`src/pkg/sfs_defines.svh`:
```
// Purpose: Constants for the supply fault supervisor.
// Assumes: 50 MHz clock.
// Notes: Times in their own units, counts derived from them.
`ifndef SFS_DEFINES_SVH
`define SFS_DEFINES_SVH
`define SFS_CLK_MHZ 50
`define SFS_UV_FILT_NS 3500
`define SFS_CP_FILT_NS 4000
`define SFS_UV_FILT_CYC ((`SFS_UV_FILT_NS * `SFS_CLK_MHZ) / 1000)
`define SFS_CP_FILT_CYC ((`SFS_CP_FILT_NS * `SFS_CLK_MHZ) / 1000)
`define SFS_RESTART_MS 64
`define SFS_RESTART_CYC (`SFS_RESTART_MS * `SFS_CLK_MHZ * 1000)
`define SFS_NCH 5
`define SFS_A_QUICK 12'h004
`define SFS_A_DEVST 12'h01C
`define SFS_A_OUTCTL 12'h020
`define SFS_A_MODE 12'h024
`define SFS_A_IRQST 12'h028
`define SFS_A_IRQMSK 12'h02C
`define SFS_B_PUMP 0
`define SFS_B_UV 0
`define SFS_B_OV 1
`define SFS_B_SUM 7
`endif

```
`src/pkg/sfs_pkg.sv`:
```
// Purpose: Types for the supply fault supervisor.
// Assumes: Nothing.
// Notes: Event vector layout is shared by status and mask.
package sfs_pkg;
   typedef struct packed
   {
      logic pump;
      logic high;
      logic low;
   } sfs_evt_t;
   typedef enum logic [2:0]
   {
      SFS_RUN = 3'b001,
      SFS_OFF = 3'b010,
      SFS_WAIT = 3'b100
   } sfs_st_t;
endpackage : sfs_pkg

```
`src/logic/sfs_filter.sv`:
```
// Purpose: Deglitch filter for one fault level.
// Assumes: Input is synchronous.
// Notes: Counter restarts whenever the input drops.
`timescale 1ns/1ps
module sfs_filter #(
   parameter int CYCLES = 175
)(
   input wire logic clock_in,
   input wire logic sys_rst_in,
   input wire logic level_in,
   output logic hit_out
);
   typedef struct packed
   {
      logic [15:0] cnt;
      logic hit;
   } sfs_flt_t;
   sfs_flt_t st, next_st;
   always_comb
   begin
      next_st = st;
      if (!level_in)
      begin
         next_st.cnt = 16'h0000;
         next_st.hit = 1'b0;
      end
      else if (st.cnt >= 16'(CYCLES - 1))
      begin
         next_st.hit = 1'b1;
      end
      else
      begin
         next_st.cnt = st.cnt + 16'h0001;
      end
   end
   always_ff @(posedge clock_in or posedge sys_rst_in)
   begin
      if (sys_rst_in)
      begin
         st <= '0;
      end
      else
      begin
         st <= next_st;
      end
   end
   assign hit_out = st.hit;
endmodule : sfs_filter

```
`src/logic/sfs_timer.sv`:
```
// Purpose: Autorestart interval timer.
// Assumes: Run is a level; counts only while run held, clears when it drops.
// Notes: Done pulses for one cycle each time the interval elapses while run is held.
`timescale 1ns/1ps
module sfs_timer #(
   parameter int CYCLES = 3200000
)(
   input wire logic clock_in,
   input wire logic sys_rst_in,
   input wire logic run_in,
   output logic done_out
);
   typedef struct packed
   {
      logic [31:0] cnt;
      logic done;
   } sfs_tmr_t;
   sfs_tmr_t st, next_st;
   always_comb
   begin
      next_st = st;
      next_st.done = 1'b0;
      if (!run_in)
      begin
         next_st.cnt = 32'h0000_0000;
      end
      else if (st.cnt >= 32'(CYCLES - 1))
      begin
         next_st.cnt = 32'h0000_0000;
         next_st.done = 1'b1;
      end
      else
      begin
         next_st.cnt = st.cnt + 32'h0000_0001;
      end
   end
   always_ff @(posedge clock_in or posedge sys_rst_in)
   begin
      if (sys_rst_in)
      begin
         st <= '0;
      end
      else
      begin
         st <= next_st;
      end
   end
   assign done_out = st.done;
endmodule : sfs_timer

```
`src/logic/sfs_top.sv`:
```
// Purpose: Supply and charge pump supervisor for five power channels.
// Assumes: Fault levels arrive synchronous, hysteresis already applied.
// Notes: Registers on APB; zero wait states.
`timescale 1ns/1ps
`include "sfs_defines.svh"
module sfs_top #(
   parameter int RESTART_CYC = `SFS_RESTART_CYC,
   parameter int NCH = `SFS_NCH
)(
   input wire logic clock_in,
   input wire logic sys_rst_in,
   input wire logic psel_in,
   input wire logic penable_in,
   input wire logic pwrite_in,
   input wire logic [11:0] paddr_in,
   input wire logic [31:0] pwdata_in,
   output logic [31:0] prdata_out,
   output logic pready_out,
   output logic pslverr_out,
   input wire logic supply_low_in,
   input wire logic supply_high_in,
   input wire logic pump_valid_in,
   output logic [NCH-1:0] power_channel_outputs_out,
   output logic [NCH-1:0] inrush_current_window_out,
   output logic irq_out
);
   // ------------------------------------------------------------
   // State
   // ------------------------------------------------------------
   typedef struct packed
   {
      logic [NCH-1:0] cmd;
      logic [NCH-1:0] outs;
      logic [NCH-1:0] inrush;
      logic supply_low_flag;
      logic supply_high_flag;
      logic pump_fault_flag;
      logic pump_settled;
      logic fail_mode;
      sfs_pkg::sfs_evt_t irq_st;
      sfs_pkg::sfs_evt_t irq_msk;
      sfs_pkg::sfs_st_t uv_st;
      logic [31:0] rdata;
   } sfs_top_st_t;
   sfs_top_st_t st, next_st;
   logic uv_hit, cp_hit, restart_done, cp_bad;
   logic wr, rd, mapped;
   logic device_fault_summary_flag;
   assign cp_bad = !pump_valid_in;
   // ------------------------------------------------------------
   // Filters and timer
   // ------------------------------------------------------------
   sfs_filter #(.CYCLES(`SFS_UV_FILT_CYC)) u_uv (
      .clock_in(clock_in),
      .sys_rst_in(sys_rst_in),
      .level_in(supply_low_in),
      .hit_out(uv_hit)
   );
   sfs_filter #(.CYCLES(`SFS_CP_FILT_CYC)) u_cp (
      .clock_in(clock_in),
      .sys_rst_in(sys_rst_in),
      .level_in(cp_bad && st.pump_settled),
      .hit_out(cp_hit)
   );
   sfs_timer #(.CYCLES(RESTART_CYC)) u_rs (
      .clock_in(clock_in),
      .sys_rst_in(sys_rst_in),
      .run_in(st.uv_st == sfs_pkg::SFS_WAIT),
      .done_out(restart_done)
   );
   // ------------------------------------------------------------
   // Bus decode
   // ------------------------------------------------------------
   function automatic logic addr_is(input logic [11:0] a,
                                    input logic [11:0] r);
      addr_is = (a == r);
   endfunction : addr_is
   assign wr = psel_in && penable_in && pwrite_in;
   assign rd = psel_in && penable_in && !pwrite_in;
   assign mapped = addr_is(paddr_in, `SFS_A_QUICK) ||
                   addr_is(paddr_in, `SFS_A_DEVST) ||
                   addr_is(paddr_in, `SFS_A_OUTCTL) ||
                   addr_is(paddr_in, `SFS_A_MODE) ||
                   addr_is(paddr_in, `SFS_A_IRQST) ||
                   addr_is(paddr_in, `SFS_A_IRQMSK);
   assign device_fault_summary_flag = st.supply_low_flag || st.supply_high_flag ||
                st.pump_fault_flag;
   // ------------------------------------------------------------
   // Next state
   // ------------------------------------------------------------
   always_comb
   begin
      logic fault_off;
      logic [31:0] rv;
      fault_off = 1'b0;
      rv = 32'h0000_0000;
      next_st = st;
      // Pump settling is seen once at power up.
      if (pump_valid_in)
      begin
         next_st.pump_settled = 1'b1;
      end
      // Outputs follow the kept command unless a fault blocks them.
      // A short pump dip must not drop the channels; only the filter does.
      fault_off = !st.pump_settled || cp_hit ||
                  (st.uv_st != sfs_pkg::SFS_RUN);
      if (uv_hit)
      begin
         next_st.supply_low_flag = 1'b1;
         next_st.irq_st.low = 1'b1;
      end
      if (supply_high_in)
      begin
         next_st.supply_high_flag = 1'b1;
         next_st.irq_st.high = 1'b1;
      end
      if (cp_hit)
      begin
         next_st.pump_fault_flag = 1'b1;
         next_st.irq_st.pump = 1'b1;
      end
      case (st.uv_st)
         sfs_pkg::SFS_RUN:
         begin
            if (uv_hit)
            begin
               next_st.uv_st = st.fail_mode ? sfs_pkg::SFS_WAIT :
                               sfs_pkg::SFS_OFF;
               if (!st.fail_mode)
               begin
                  next_st.cmd = '0;
               end
            end
         end
         sfs_pkg::SFS_OFF:
         begin
            if (!supply_low_in && wr &&
                addr_is(paddr_in, `SFS_A_OUTCTL))
            begin
               next_st.uv_st = sfs_pkg::SFS_RUN;
            end
         end
         sfs_pkg::SFS_WAIT:
         begin
            if (restart_done && !supply_low_in)
            begin
               next_st.uv_st = sfs_pkg::SFS_RUN;
            end
         end
         default:
         begin
            next_st.uv_st = sfs_pkg::SFS_RUN;
         end
      endcase
      if (wr && addr_is(paddr_in, `SFS_A_OUTCTL))
      begin
         next_st.cmd = pwdata_in[NCH-1:0];
      end
      if (wr && addr_is(paddr_in, `SFS_A_MODE))
      begin
         next_st.fail_mode = pwdata_in[0];
      end
      if (wr && addr_is(paddr_in, `SFS_A_IRQMSK))
      begin
         next_st.irq_msk = pwdata_in[2:0];
      end
      if (wr && addr_is(paddr_in, `SFS_A_IRQST))
      begin
         // A new event in the same cycle keeps its bit set.
         next_st.irq_st = next_st.irq_st &
                          ~(pwdata_in[2:0] & ~{cp_hit,
                          supply_high_in, uv_hit});
      end
      if (rd && addr_is(paddr_in, `SFS_A_DEVST))
      begin
         if (!supply_low_in && !uv_hit)
         begin
            next_st.supply_low_flag = 1'b0;
         end
         if (!supply_high_in)
         begin
            next_st.supply_high_flag = 1'b0;
         end
      end
      if (rd && addr_is(paddr_in, `SFS_A_QUICK) && !cp_bad && !cp_hit)
      begin
         next_st.pump_fault_flag = 1'b0;
      end
      next_st.outs = fault_off ? '0 : st.cmd;
      // Inrush window opens for one cycle on each rising channel.
      next_st.inrush = next_st.outs & ~st.outs;
      if (addr_is(paddr_in, `SFS_A_QUICK))
      begin
         rv[`SFS_B_PUMP] = st.pump_fault_flag;
         rv[`SFS_B_SUM] = device_fault_summary_flag;
      end
      else if (addr_is(paddr_in, `SFS_A_DEVST))
      begin
         rv[`SFS_B_UV] = st.supply_low_flag;
         rv[`SFS_B_OV] = st.supply_high_flag;
         rv[`SFS_B_SUM] = device_fault_summary_flag;
      end
      else if (addr_is(paddr_in, `SFS_A_OUTCTL))
      begin
         rv[NCH-1:0] = st.cmd;
      end
      else if (addr_is(paddr_in, `SFS_A_MODE))
      begin
         rv[0] = st.fail_mode;
      end
      else if (addr_is(paddr_in, `SFS_A_IRQST))
      begin
         rv[2:0] = st.irq_st;
      end
      else if (addr_is(paddr_in, `SFS_A_IRQMSK))
      begin
         rv[2:0] = st.irq_msk;
      end
      next_st.rdata = (psel_in && !penable_in) ? rv : st.rdata;
   end
   // ------------------------------------------------------------
   // Registers
   // ------------------------------------------------------------
   always_ff @(posedge clock_in or posedge sys_rst_in)
   begin
      if (sys_rst_in)
      begin
         st <= '{default: '0, uv_st: sfs_pkg::SFS_RUN};
      end
      else
      begin
         st <= next_st;
      end
   end
   assign prdata_out = st.rdata;
   assign pready_out = 1'b1;
   assign pslverr_out = psel_in && penable_in && !mapped;
   assign power_channel_outputs_out = st.outs;
   assign inrush_current_window_out = st.inrush;
   assign irq_out = |(st.irq_st & st.irq_msk);
endmodule : sfs_top

```
`config.mk`:
```
export PLATFORM = sky130hd
export DESIGN_NAME = sfs_top
export DESIGN_NICKNAME = d
export VERILOG_FILES = /design/src/pkg/sfs_pkg.sv /design/src/logic/sfs_filter.sv /design/src/logic/sfs_timer.sv /design/src/logic/sfs_top.sv
export VERILOG_INCLUDE_DIRS = /design/src /design/src/pkg
export SDC_FILE = /design/constraint.sdc
export NUM_CORES = 1
export LEC_CHECK = 0
export ABC_AREA = 1
export BUFFER_PORTS_ARGS = -buffer_cell sky130_fd_sc_hd__clkbuf_2
export CAP_MARGIN = 20
export CORE_MARGIN = 2
export CORE_UTILIZATION = 57
export CTS_CLUSTER_SIZE = 40
export DETAILED_ROUTE_END_ITERATION = 7
export PLACE_DENSITY_LB_ADDON = 0.1
export SYNTH_ARGS = -nofsm -noshare
export SYNTH_HDL_FRONTEND = slang
export SYNTH_HIERARCHICAL = 1
export SYNTH_SLANG_ARGS = --single-unit
```
`constraint.sdc`:
```
create_clock -name clock_in -period 1.6 [get_ports clock_in]
set_input_delay 0.32 -clock clock_in [delete_from_list [all_inputs] [get_ports clock_in]]
set_output_delay 0.32 -clock clock_in [all_outputs]
set_load 0.01 [all_outputs]
```
==> summary.md, run 1 <==
| Metric | Value |
|---|---|
| Worst-path clk slew | `around 0.1 ns` |
| Max Cap Violations | `0` |
| CP endpoint kind | `primary output` |
| Synth area leaders | `dfrtp_1, nand2_1, buf_4, inv_1, nor2_1` |
| PortBufs | `42` |
| Skew final | `around 0.011 ns` |
| FFs w/ async S/R, synth | `100%` |
| Post-DR wirelength/cell | `~11 um` |
| Dpl ws | `-0.0230 ns` |
| Leading area contributor after synthesis | `dfrtp_1` |
| Slowest-stage cell, CP | `nor2_4` |
| Final antenna-violating net count | `0` |
| Share of cells above drive strength 1 | `23.2%` |
| Worst Max-Slew Pin Slew | `0.644 ns` |
| Final #Nets | `806` |
| Sequential fraction of the synthesis area | `around 46%` |
| Initial antenna violation count | `0` |
| Overall die width | `103 um` |
| DR pass1 iterations | `4` |
| # setup viols final | `1` |
| Netlist Area Pre-Place | `0.00557 mm^2` |
| Slowest stage delay, CP | `0.25 ns` |
| Power Density | `747 mW/mm^2` |
| Top cell by count, worst path | `nand2_2` |
| #FFs+latches synth | `between 100 and 150` |
| Post-synth EDFFs | `0` |
| Via count | `about 4,200` |
| RSZ-0062 raised after global routing | `true` |
| Failing checks | `negative setup slack` |
| Post-DP HPWL | `7520 um` |
| Post-route DRC | `0` |
| Skew-Pair Late Insertion Delay | `0.36 ns` |
| Simple-gate portion of the synthesized area | `32.3%` |
| Placeable Area | `0.00964 mm^2` |
| IO Pins | `97` |
| Period minus WS final | `1.63 ns` |
| Initial DRC Count | `166` |
| Max VDD drop | `0.414 mV` |
| FMAX | `615 MHz` |
| Commonest cells in the netlist | `nand2_1, dfrtp_1, inv_1, nor2_1, nand3_1` |
| Post-synth top area share | `a little under half` |
| Design Area, Final | `0.00617 mm^2` |
| Count of final hold-check violations | `0` |
| Top-count cell post-synth | `nand2_1` |
| CP Class | `primary input to primary output` |
| # hold bufs at CTS | `0` |
| Drt via density | `4.72` |
| Post-layout util | `64.0%` |
| Slew HR | `57.0%` |
| Global-route wire length before repair | `17,000 um` |
| Gpl congestion | `0.889` |
| Routed wire length | `10,100 um` |
| Vias in the first global route | `3,877` |
| Synthesized netlist cell count | `682` |
| Final period util | `102%` |
| Root Buffer | `clkbuf_8` |
| Grt ovf | `0` |
| XOR/XNOR share of the synthesized area | `~2.8%` |
| Avg Inst Size Synth | `8.16 um^2` |
| Final WS setup | `-0.0252 ns` |
| Total inserted antenna cells | `0` |
| Clock Sinks | `102` |
| Crit-path max FO | `7` |
| Hold WC Path Type | `primary input to asynchronous set/reset pin` |
| CP Cell Sequence | `clkbuf_2 > nor2_2 > nand2_2 > nor2_4 > nand2_2 > nand4_1 > nor2_1 > buf_2` |
| Synth Area in Compound Gates | `between 4 and 5%` |
| Largest net degree at the start of global routing | `36` |
| Synth unique cells | `39` |
| Top_reg_cell synth | `dfrtp_1` |
| Synth warnings | `6` |
| Largest family of logic cells by synthesized area | `simple AND/OR/NAND/NOR gates` |
| Worst path arrival time | `1.31 ns` |
| GR Util All Layers | `about a fifth` |
| Die area | `0.0106 mm^2` |
| Clk buf depth | `2` |
| Num rows | `36` |
| Starting Density | `57.8%` |
| Htree depth | `3` |
| Multiplexer share of the synthesized area | `0.180%` |
| Crit path launch type | `primary input` |
| Post-Synth Adder-Cell Area | `less than 1%` |
| CP Data Required Time | `~1.3 ns` |
| Outcome | `finished, violations left` |
| CTS tree | `yes` |
| Post-DP Area | `0.00589 mm^2` |
| Area Growth Syn to Fin | `10.8%` |
| Max Slew Vio Count | `0` |
| Static leakage power | `3.21 nW` |
| CTS Buf Count | `9` |
| Die height | `between 100 and 150 um` |
sequential cells by signal (all words and copies together), names as in the netlist, 5 cells and up:
register	count
inrush_current_window_out	5
power_channel_outputs_out	5
prdata_out	6
st	19
u_cp/st	16
u_rs/st	32
u_uv/st	16
layout by cell type, fill, tap and decap left out, types with 2 or more instances in the layout:
master | netlist | layout
nand2_1 | 162 | 159
dfrtp_1 | 101 | 101
inv_1 | 82 | 82
nor2_1 | 76 | 72
nand3_1 | 53 | 53
clkbuf_2 | 0 | 41
conb_1 | 3 | 37
nor2_2 | 31 | 34
buf_4 | 43 | 29
o21ai_0 | 14 | 14
o21ai_1 | 12 | 12
nor3_1 | 11 | 11
nor2_4 | 9 | 10
nand2_2 | 8 | 10
clkbuf_8 | 0 | 10
xor2_1 | 10 | 10
xnor2_1 | 8 | 8
inv_2 | 7 | 7
nand2_4 | 5 | 6
nand4_1 | 6 | 6
nand3_2 | 4 | 4
nand3_4 | 4 | 4
a31oi_1 | 4 | 4
o21ai_2 | 3 | 3
buf_12 | 2 | 3
ha_1 | 4 | 3
a21boi_0 | 2 | 2
inv_8 | 0 | 2
clkinv_4 | 0 | 2
clkinvlp_4 | 0 | 2
o21bai_1 | 2 | 2
cell type report:
class	count	area, um^2
clock inverters	6	55.1
multi-input cells	473	2430
clock buffers	10	138
inverters	90	338
well taps	133	166
fillers	848	3470
repair buffers	74	488
flip-flops and latches	102	2550
where the power goes:
| group | total [mW] | leakage, nW | switching, mW | internal, mW |
|---|---|---|---|---|
| Clock | 1.56 | 0.0925 | 0.928 | 0.636 |
| Sequential | 2.65 | 1.35 | 0.0334 | 2.62 |
| Combinational | 0.396 | 1.77 | 0.272 | 0.124 |
| Total | 4.61 | 3.21 | 1.23 | 3.38 |
worst max-delay path: cells and delay by family:
kind / cells / cell delay [ns]
buf+inv: 2 / 0.22
simple gates: 6 / 0.76
timing repair:
item                                    CTS  global route
endpoints found under the setup margin    1            15
gates resized for setup                   1            10
setup buffers                             2             6
cloned                                    0             0
pin swaps                                 1             8
path summary, 6_finish.rpt:
kind | cells after the start | slack (ns) | start | to
hold / removal | 3 | 0.02 | sys_rst_in | st[38]
min in group clock_in | 3 | 0.15 | pwdata_in[4] | st[60]
setup / recovery | 8 | -0.03 | paddr_in[9] | pslverr_out
setup reg to reg | 9 | 0.12 | u_rs/st[1] | u_rs/st[11]
hold reg to reg | 1 | 0.43 | power_channel_outputs_out[4] | inrush_current_window_out[4]
max in group asynchronous | 2 | 1.12 | sys_rst_in | u_cp/st[1]
per-stage QoR:
step	std cells	hold WS (ns)	TNS [ns]	total power [mW]
CTS	882	0.0203	0	4.65
global placement	864	0.413	0	3.08
detailed placement	864	0.420	-0.0435	3.09
finish	888	0.0212	-0.0252	4.61
global route	888	0.0351	-0.0851	4.83
floorplan	716	0.246	0	3.00
routing by layer:
layer  wire (um)  vias up  global-route usage (%)
met4          87        0                    4.55
met2        4910       84                    35.0
met1        4750     1930                    26.8
met3         393        8                    3.53
li1            -     2167                       -
met5           0        -                       0
logic make-up (layout without fill, tap and decap cells):
family | count (synthesis) | after routing
compound gates | 41 | 41
other cells | 3 | 37
flops | 102 | 102
mux | 1 | 1
buf+inv | 141 | 180
simple gates | 372 | 372
fa+ha+maj | 4 | 4
xor+xnor | 18 | 18
No activity file was read; power rests on OpenSTA's default activity.
==> run 2, diff against run 1 <==
- SETUP_SLACK_MARGIN: default -> 0.1
==> summary.md, run 2 (same netlist as run 1, synthesis figures left out) <==
| Metric | Value |
|---|---|
| Biggest register | `u_rs/st` |
| CP Cell Sequence | `buf_6 > nor2_4 > nand2_4 > nor2_4 > nand2_2 > nand4_1 > nor2_1 > buf_2` |
| Drt via density | `4.83` |
| Area Growth Syn to Fin | `19.6%` |
| Period minus WS final | `1.66 ns` |
| R2R depth | `8` |
| Via count | `4,421` |
| Final antenna-violating net count | `0` |
| Pwr Total | `4.70 mW` |
| Skew-Pair Late Insertion Delay | `0.37 ns` |
| Slew HR | `56.9%` |
| Post-DP HPWL | `7520 um` |
| Die height | `approximately 100 um` |
| Initial DRC Count | `220` |
| Starting Density | `about 58%` |
| Grt ovf | `0` |
| Number of cells after detailed placement | `roughly 860` |
| DR pass1 iterations | `5` |
| Post-DR wirelength/cell | `12.4 um` |
| Clock share of power | `33.7%` |
| Overall die width | `103 um` |
| Final period util | `104%` |
| CP delay by family, top | `simple AND/OR/NAND/NOR gates` |
| Most common cell after layout, fill and taps aside | `nand2_1` |
| Most frequent cells in the layout | `nand2_1, dfrtp_1, inv_1` |
| CP Class | `primary input to primary output` |
| Flop2flop setup slack | `0.11 ns` |
| Switching part of the total | `between 20% and 30%` |
| Clk buf depth | `2` |
| Flop pwr share | `between 50 and 60%` |
| Count of final hold-check violations | `0` |
| Combinational Power Share | `9.7%` |
| Htree depth | `3` |
| Crit path launch type | `primary input` |
| Worst r2r src | `u_rs/st[20]` |
| End of the worst register-to-register path | `u_rs/st[3]` |
| Num rows | `36` |
| Skew final | `0.0132 ns` |
| Crit-path max FO | `7` |
| Worst Max-Slew Pin Slew | `0.646 ns` |
| Worst Path Buf+Inv | `2` |
| CP endpoint kind | `primary output` |
| Fillcell total | `790` |
| Non-Filler Instances | `915` |
| Global-route wire length before repair | `between 15,000 and 20,000 um` |
| Top cell by count, worst path | `nor2_4` |
| Placeable Area | `0.00964 mm^2` |
| # setup viols final | `1` |
| Share of cells above drive strength 1 | `between 20% and 30%` |
| Max reg flops | `32` |
| FMAX | `603 MHz` |
| Failing checks | `negative setup slack` |
| GR Util All Layers | `around a fifth` |
| CP Data Required Time | `1.28 ns` |
| Worst-path clk slew | `about 0.11 ns` |
| Largest net degree at the start of global routing | `36` |
| Slowest stage delay, CP | `0.26 ns` |
| PortBufs | `42` |
| RSZ-0062 raised after global routing | `true` |
| Multi-input logic area | `0.00267 mm^2` |
| Sw Pwr | `1.29 mW` |
| Slowest-stage cell, CP | `nor2_4` |
| Clock Sinks | `102` |
| Gpl congestion | `0.889` |
| Max Cap Violations | `0` |
| Root Buffer | `clkbuf_8` |
| Power Density | `705 mW/mm^2` |
| Register area | `0.00256 mm^2` |
| Die area | `0.0106 mm^2` |
| Max VDD drop | `around 0.42 mV` |
| Final WS setup | `-0.0595 ns` |
| Total inserted antenna cells | `0` |
| Pint | `3.41 mW` |
| Outcome | `finished, violations left` |
| CTS tree | `yes` |
| Hold WC Path Type | `primary input to asynchronous set/reset pin` |
| Routed wire length | `around 11,000 um` |
| Final #Nets | `833` |
| Static leakage power | `~3.4 nW` |
| Vias in the first global route | `4,041` |
| Post-route DRC | `0` |
| Worst path arrival time | `between 1 and 1.5 ns` |
| Biggest regs | `u_rs/st (32), st (19)` |
| Initial antenna violation count | `0` |
| CTS Buf Count | `9` |
| IO Pins | `97` |
| Max Slew Vio Count | `0` |
-- run 2: cell count changes in the layout (fill, tap and decap cells not counted), moves of 4 or more --
cell,previous run,this run
buf_4,29,52
dfrtp_1,101,97
dfrtp_2,0,4
inv_1,82,76
inv_2,7,13
nand2_1,159,155
nor2_1,72,65
nor2_2,34,13
nor2_4,10,38
-- run 2: what timing repair did --
| action | CTS | global route |
|---|---|---|
| pin swaps | 13 | 23 |
| setup endpoints to repair | 24 | 44 |
| cloned | 0 | 3 |
| resized for setup | 12 | 62 |
| hold endpoints to repair | 0 | 0 |
| buffers inserted | 21 | 13 |
| hold buffers | 0 | 0 |
-- run 2: worst max path at each step --
stage	startpoint	to	slack, ns	cells after the start
6_report	paddr_in[8]	pslverr_out	-0.06	8
5_1_grt	paddr_in[8]	pslverr_out	-0.09	8
4_1_cts	paddr_in[6]	pslverr_out	0.07	8
3_5_place_dp	paddr_in[1]	prdata_out[0]	-0.02	10
3_3_place_gp	paddr_in[1]	pslverr_out	0.004	8
2_1_floorplan	u_rs/st[1]	u_rs/st[14]	0.18	9
-- run 2: power groups by stage --
stage               registers [mW]  clock network [mW]  logic, mW
floorplan                     2.69                   0      0.304
finish                        2.66                1.58      0.456
global route                  2.67                1.73      0.514
CTS                           2.65                1.61      0.418
global placement              2.70                   0      0.381
detailed placement            2.70                   0      0.390
-- run 2: per-layer routing --
metal	global-route usage, %	wire length (um)
met5	0	0
met4	6.17	205
met3	3.66	449
met2	36.6	5710
met1	27.3	4990
-- run 2: final cells by class --
| cell class | count | share of cell area [%] |
|---|---|---|
| Multi-Input combinational cell | 474 | 40.1 |
| Inverter | 90 | 5.07 |
| Sequential cell | 102 | 38.4 |
| Tap cell | 133 | 2.50 |
| Clock inverter | 6 | 0.827 |
| Clock buffer | 10 | 2.07 |
| Timing Repair Buffer | 100 | 11.0 |
-- run 2: tightest hold or removal path: stages --
cell	delay [ns]
clkbuf_2	0.11
inv_1	0.10
buf_12	0.22
-- run 2: through the flow --
step / hold slack, ns / setup slack [ns] / util (%) / instance area, um^2 / TNS [ns]
floorplan: 0.246 / 0.182 / - / 5700 / 0
global route: 0.0362 / -0.0912 / 69.1 / 6660 / -0.0912
CTS: 0.0203 / 0.0667 / 65.0 / 6270 / 0
global placement: 0.413 / 0.00385 / 61.1 / 5890 / 0
finish: 0.0148 / -0.0595 / 69.1 / 6660 / -0.0595
detailed placement: 0.420 / -0.0230 / 61.1 / 5890 / -0.0435
==> run 3, diff against run 2 <==
- CORE_MARGIN: 2 -> 10
==> summary.md, run 3 (same netlist as run 1, synthesis figures left out) <==
| Metric | Value |
|---|---|
| Outcome | `finished, violations left` |
| Failing checks | `negative setup slack` |
| Area Growth Syn to Fin | `17.9%` |
| Post-DP HPWL | `7960 um` |
| Htree depth | `3` |
| Clock Sinks | `between 100 and 150` |
| Max Cap Violations | `0` |
| Num rows | `36` |
| Drt via density | `4.75` |
| Design Area, Final | `0.00657 mm^2` |
| Grt ovf | `0` |
| DR pass1 iterations | `4` |
| CTS Buf Count | `9` |
| Hold WC Path Type | `primary input to asynchronous set/reset pin` |
| FMAX | `a little over 600 MHz` |
| Flop pwr share | `57.1%` |
| Biggest register | `u_rs/st` |
| Count of final hold-check violations | `0` |
| Routed wire length | `11,100 um` |
| Crit path launch type | `primary input` |
| Share of cells above drive strength 1 | `a little over a quarter` |
| Initial DRC Count | `333` |
| Worst Max-Slew Pin Slew | `0.638 ns` |
| # setup viols final | `1` |
| End of the worst register-to-register path | `u_rs/st[22]` |
| Worst r2r src | `u_rs/st[1]` |
| Flop2flop setup slack | `0.09 ns` |
| GR Util All Layers | `about 15%` |
| Worst-path clk slew | `between 0.1 and 0.15 ns` |
| Combinational Power Share | `under 10%` |
| Largest net degree at the start of global routing | `36` |
| Die area | `0.0141 mm^2` |
| Initial antenna violation count | `0` |
| Die height | `119 um` |
| Sw Pwr | `1.29 mW` |
| Starting Density | `roughly 58%` |
| Slew HR | `57.4%` |
| Via count | `4,304` |
| Most frequent cells in the layout | `nand2_1, dfrtp_1, inv_1` |
| Skew-Pair Late Insertion Delay | `0.37 ns` |
| Root Buffer | `clkbuf_8` |
| # hold bufs at CTS | `0` |
| Max reg flops | `32` |
| Final #Nets | `around 820` |
| IO Pins | `97` |
| Period minus WS final | `1.61 ns` |
| Crit-path max FO | `7` |
| Clk buf depth | `2` |
| Fillcell total | `approximately 800` |
| Worst setup path start | `paddr_in[8]` |
| Most common cell after layout, fill and taps aside | `nand2_1` |
| Overall die width | `119 um` |
| Total inserted antenna cells | `0` |
| Final period util | `101%` |
| Post-DP Area | `0.00586 mm^2` |
| Global-route wire length before repair | `18,800 um` |
| Vias in the first global route | `approximately 4,200` |
| Pwr Total | `4.65 mW` |
| Clock share of power | `33.7%` |
| Post-route DRC | `0` |
| Pint | `3.36 mW` |
| PortBufs | `42` |
| CP Class | `primary input to primary output` |
| Static leakage power | `3.35 nW` |
| Final WS setup | `-0.0117 ns` |
| Skew final | `roughly 0.02 ns` |
| CP endpoint | `pslverr_out` |
| Final antenna-violating net count | `0` |
| Worst path arrival time | `1.29 ns` |
| Switching part of the total | `27.8%` |
| Max Slew Vio Count | `0` |
| CP Data Required Time | `1.28 ns` |
| Max VDD drop | `about 0.38 mV` |
| Biggest regs | `u_rs/st (32), st (19)` |
| R2R depth | `10` |
| Gpl congestion | `a little over 0.9` |
| Post-DR wirelength/cell | `12.3 um` |
| CP endpoint kind | `primary output` |
| RSZ-0062 raised after global routing | `true` |
| CTS tree | `yes` |
| Power Density | `709 mW/mm^2` |
| Placeable Area | `0.00964 mm^2` |
-- run 3: changes by cell type in the layout (fill, tap and decap cells not counted), sizes merged --
cell    previous run  this run
buf               60        52
clkbuf            50        48
clkinv             3         1
inv               91        94
-- run 3: worst min-delay path by stage --
stage,slack (ns),from,cells after the start,to
after CTS,0.009,sys_rst_in,3,st[58]
after detailed placement,0.42,sys_rst_in,3,st[42]
final,0.007,sys_rst_in,3,st[58]
after floorplan,0.25,sys_rst_in,1,u_cp/hit_out
after global routing,0.03,sys_rst_in,3,st[58]
after global placement,0.41,sys_rst_in,3,st[42]
-- run 3: stage by stage --
stage | setup WS [ns] | cells | hold slack, ns | TNS (ns) | utilization [%]
final | -0.0117 | 906 | 0.00670 | -0.0117 | 68.1
after global routing | -0.0704 | 906 | 0.0262 | -0.0761 | 68.1
after floorplan | 0.182 | 716 | 0.246 | 0 | -
after CTS | 0.0311 | 888 | 0.00869 | 0 | 63.9
after detailed placement | -0.0517 | 860 | 0.419 | -0.0851 | 60.7
after global placement | -0.0248 | 860 | 0.411 | -0.0248 | 60.7
-- run 3: final cells by class --
class	instances	area, um^2	share of cell area, %
tap	133	166	2.53
clock inverter	7	63.8	0.972
inverter	90	338	5.15
sequential	102	2560	38.9
timing repair buffer	91	669	10.2
clock buffer	9	124	1.89
multi-input combinational	474	2650	40.3
-- run 3: timing repair --
item | CTS | global route
endpoints found under the setup margin | 24 | 41
gates cloned | 0 | 3
hold endpoints to repair | 0 | 0
gates resized for setup | 10 | 54
setup buffers | 12 | 15
pin swaps | 10 | 18
-- run 3: layer usage --
layer / vias up / share of wire (%) / global-route usage [%] / wire, um
li1: 2202 / - / - / -
met1: 2006 / 45 / 18.9 / 5000
met2: 88 / 49 / 26.2 / 5460
met3: 8 / 5.0 / 4.06 / 556
met4: 0 / 0.93 / 4.89 / 103
met5: - / 0 / 0 / 0
-- run 3: power groups by stage --
stage / logic, mW / clock network, mW / registers, mW
after floorplan: 0.304 / 0 / 2.69
after global placement: 0.373 / 0 / 2.70
after detailed placement: 0.387 / 0 / 2.70
after CTS: 0.399 / 1.64 / 2.65
after global routing: 0.481 / 1.75 / 2.66
final: 0.428 / 1.57 / 2.66
-- run 3: critical path, cell delays in order --
cell     delay (ns)
buf_6          0.09
nor2_4         0.11
nand2_4        0.08
nor2_4         0.27
nand2_2        0.09
nand4_1        0.11
nor2_1         0.07
buf_2          0.14
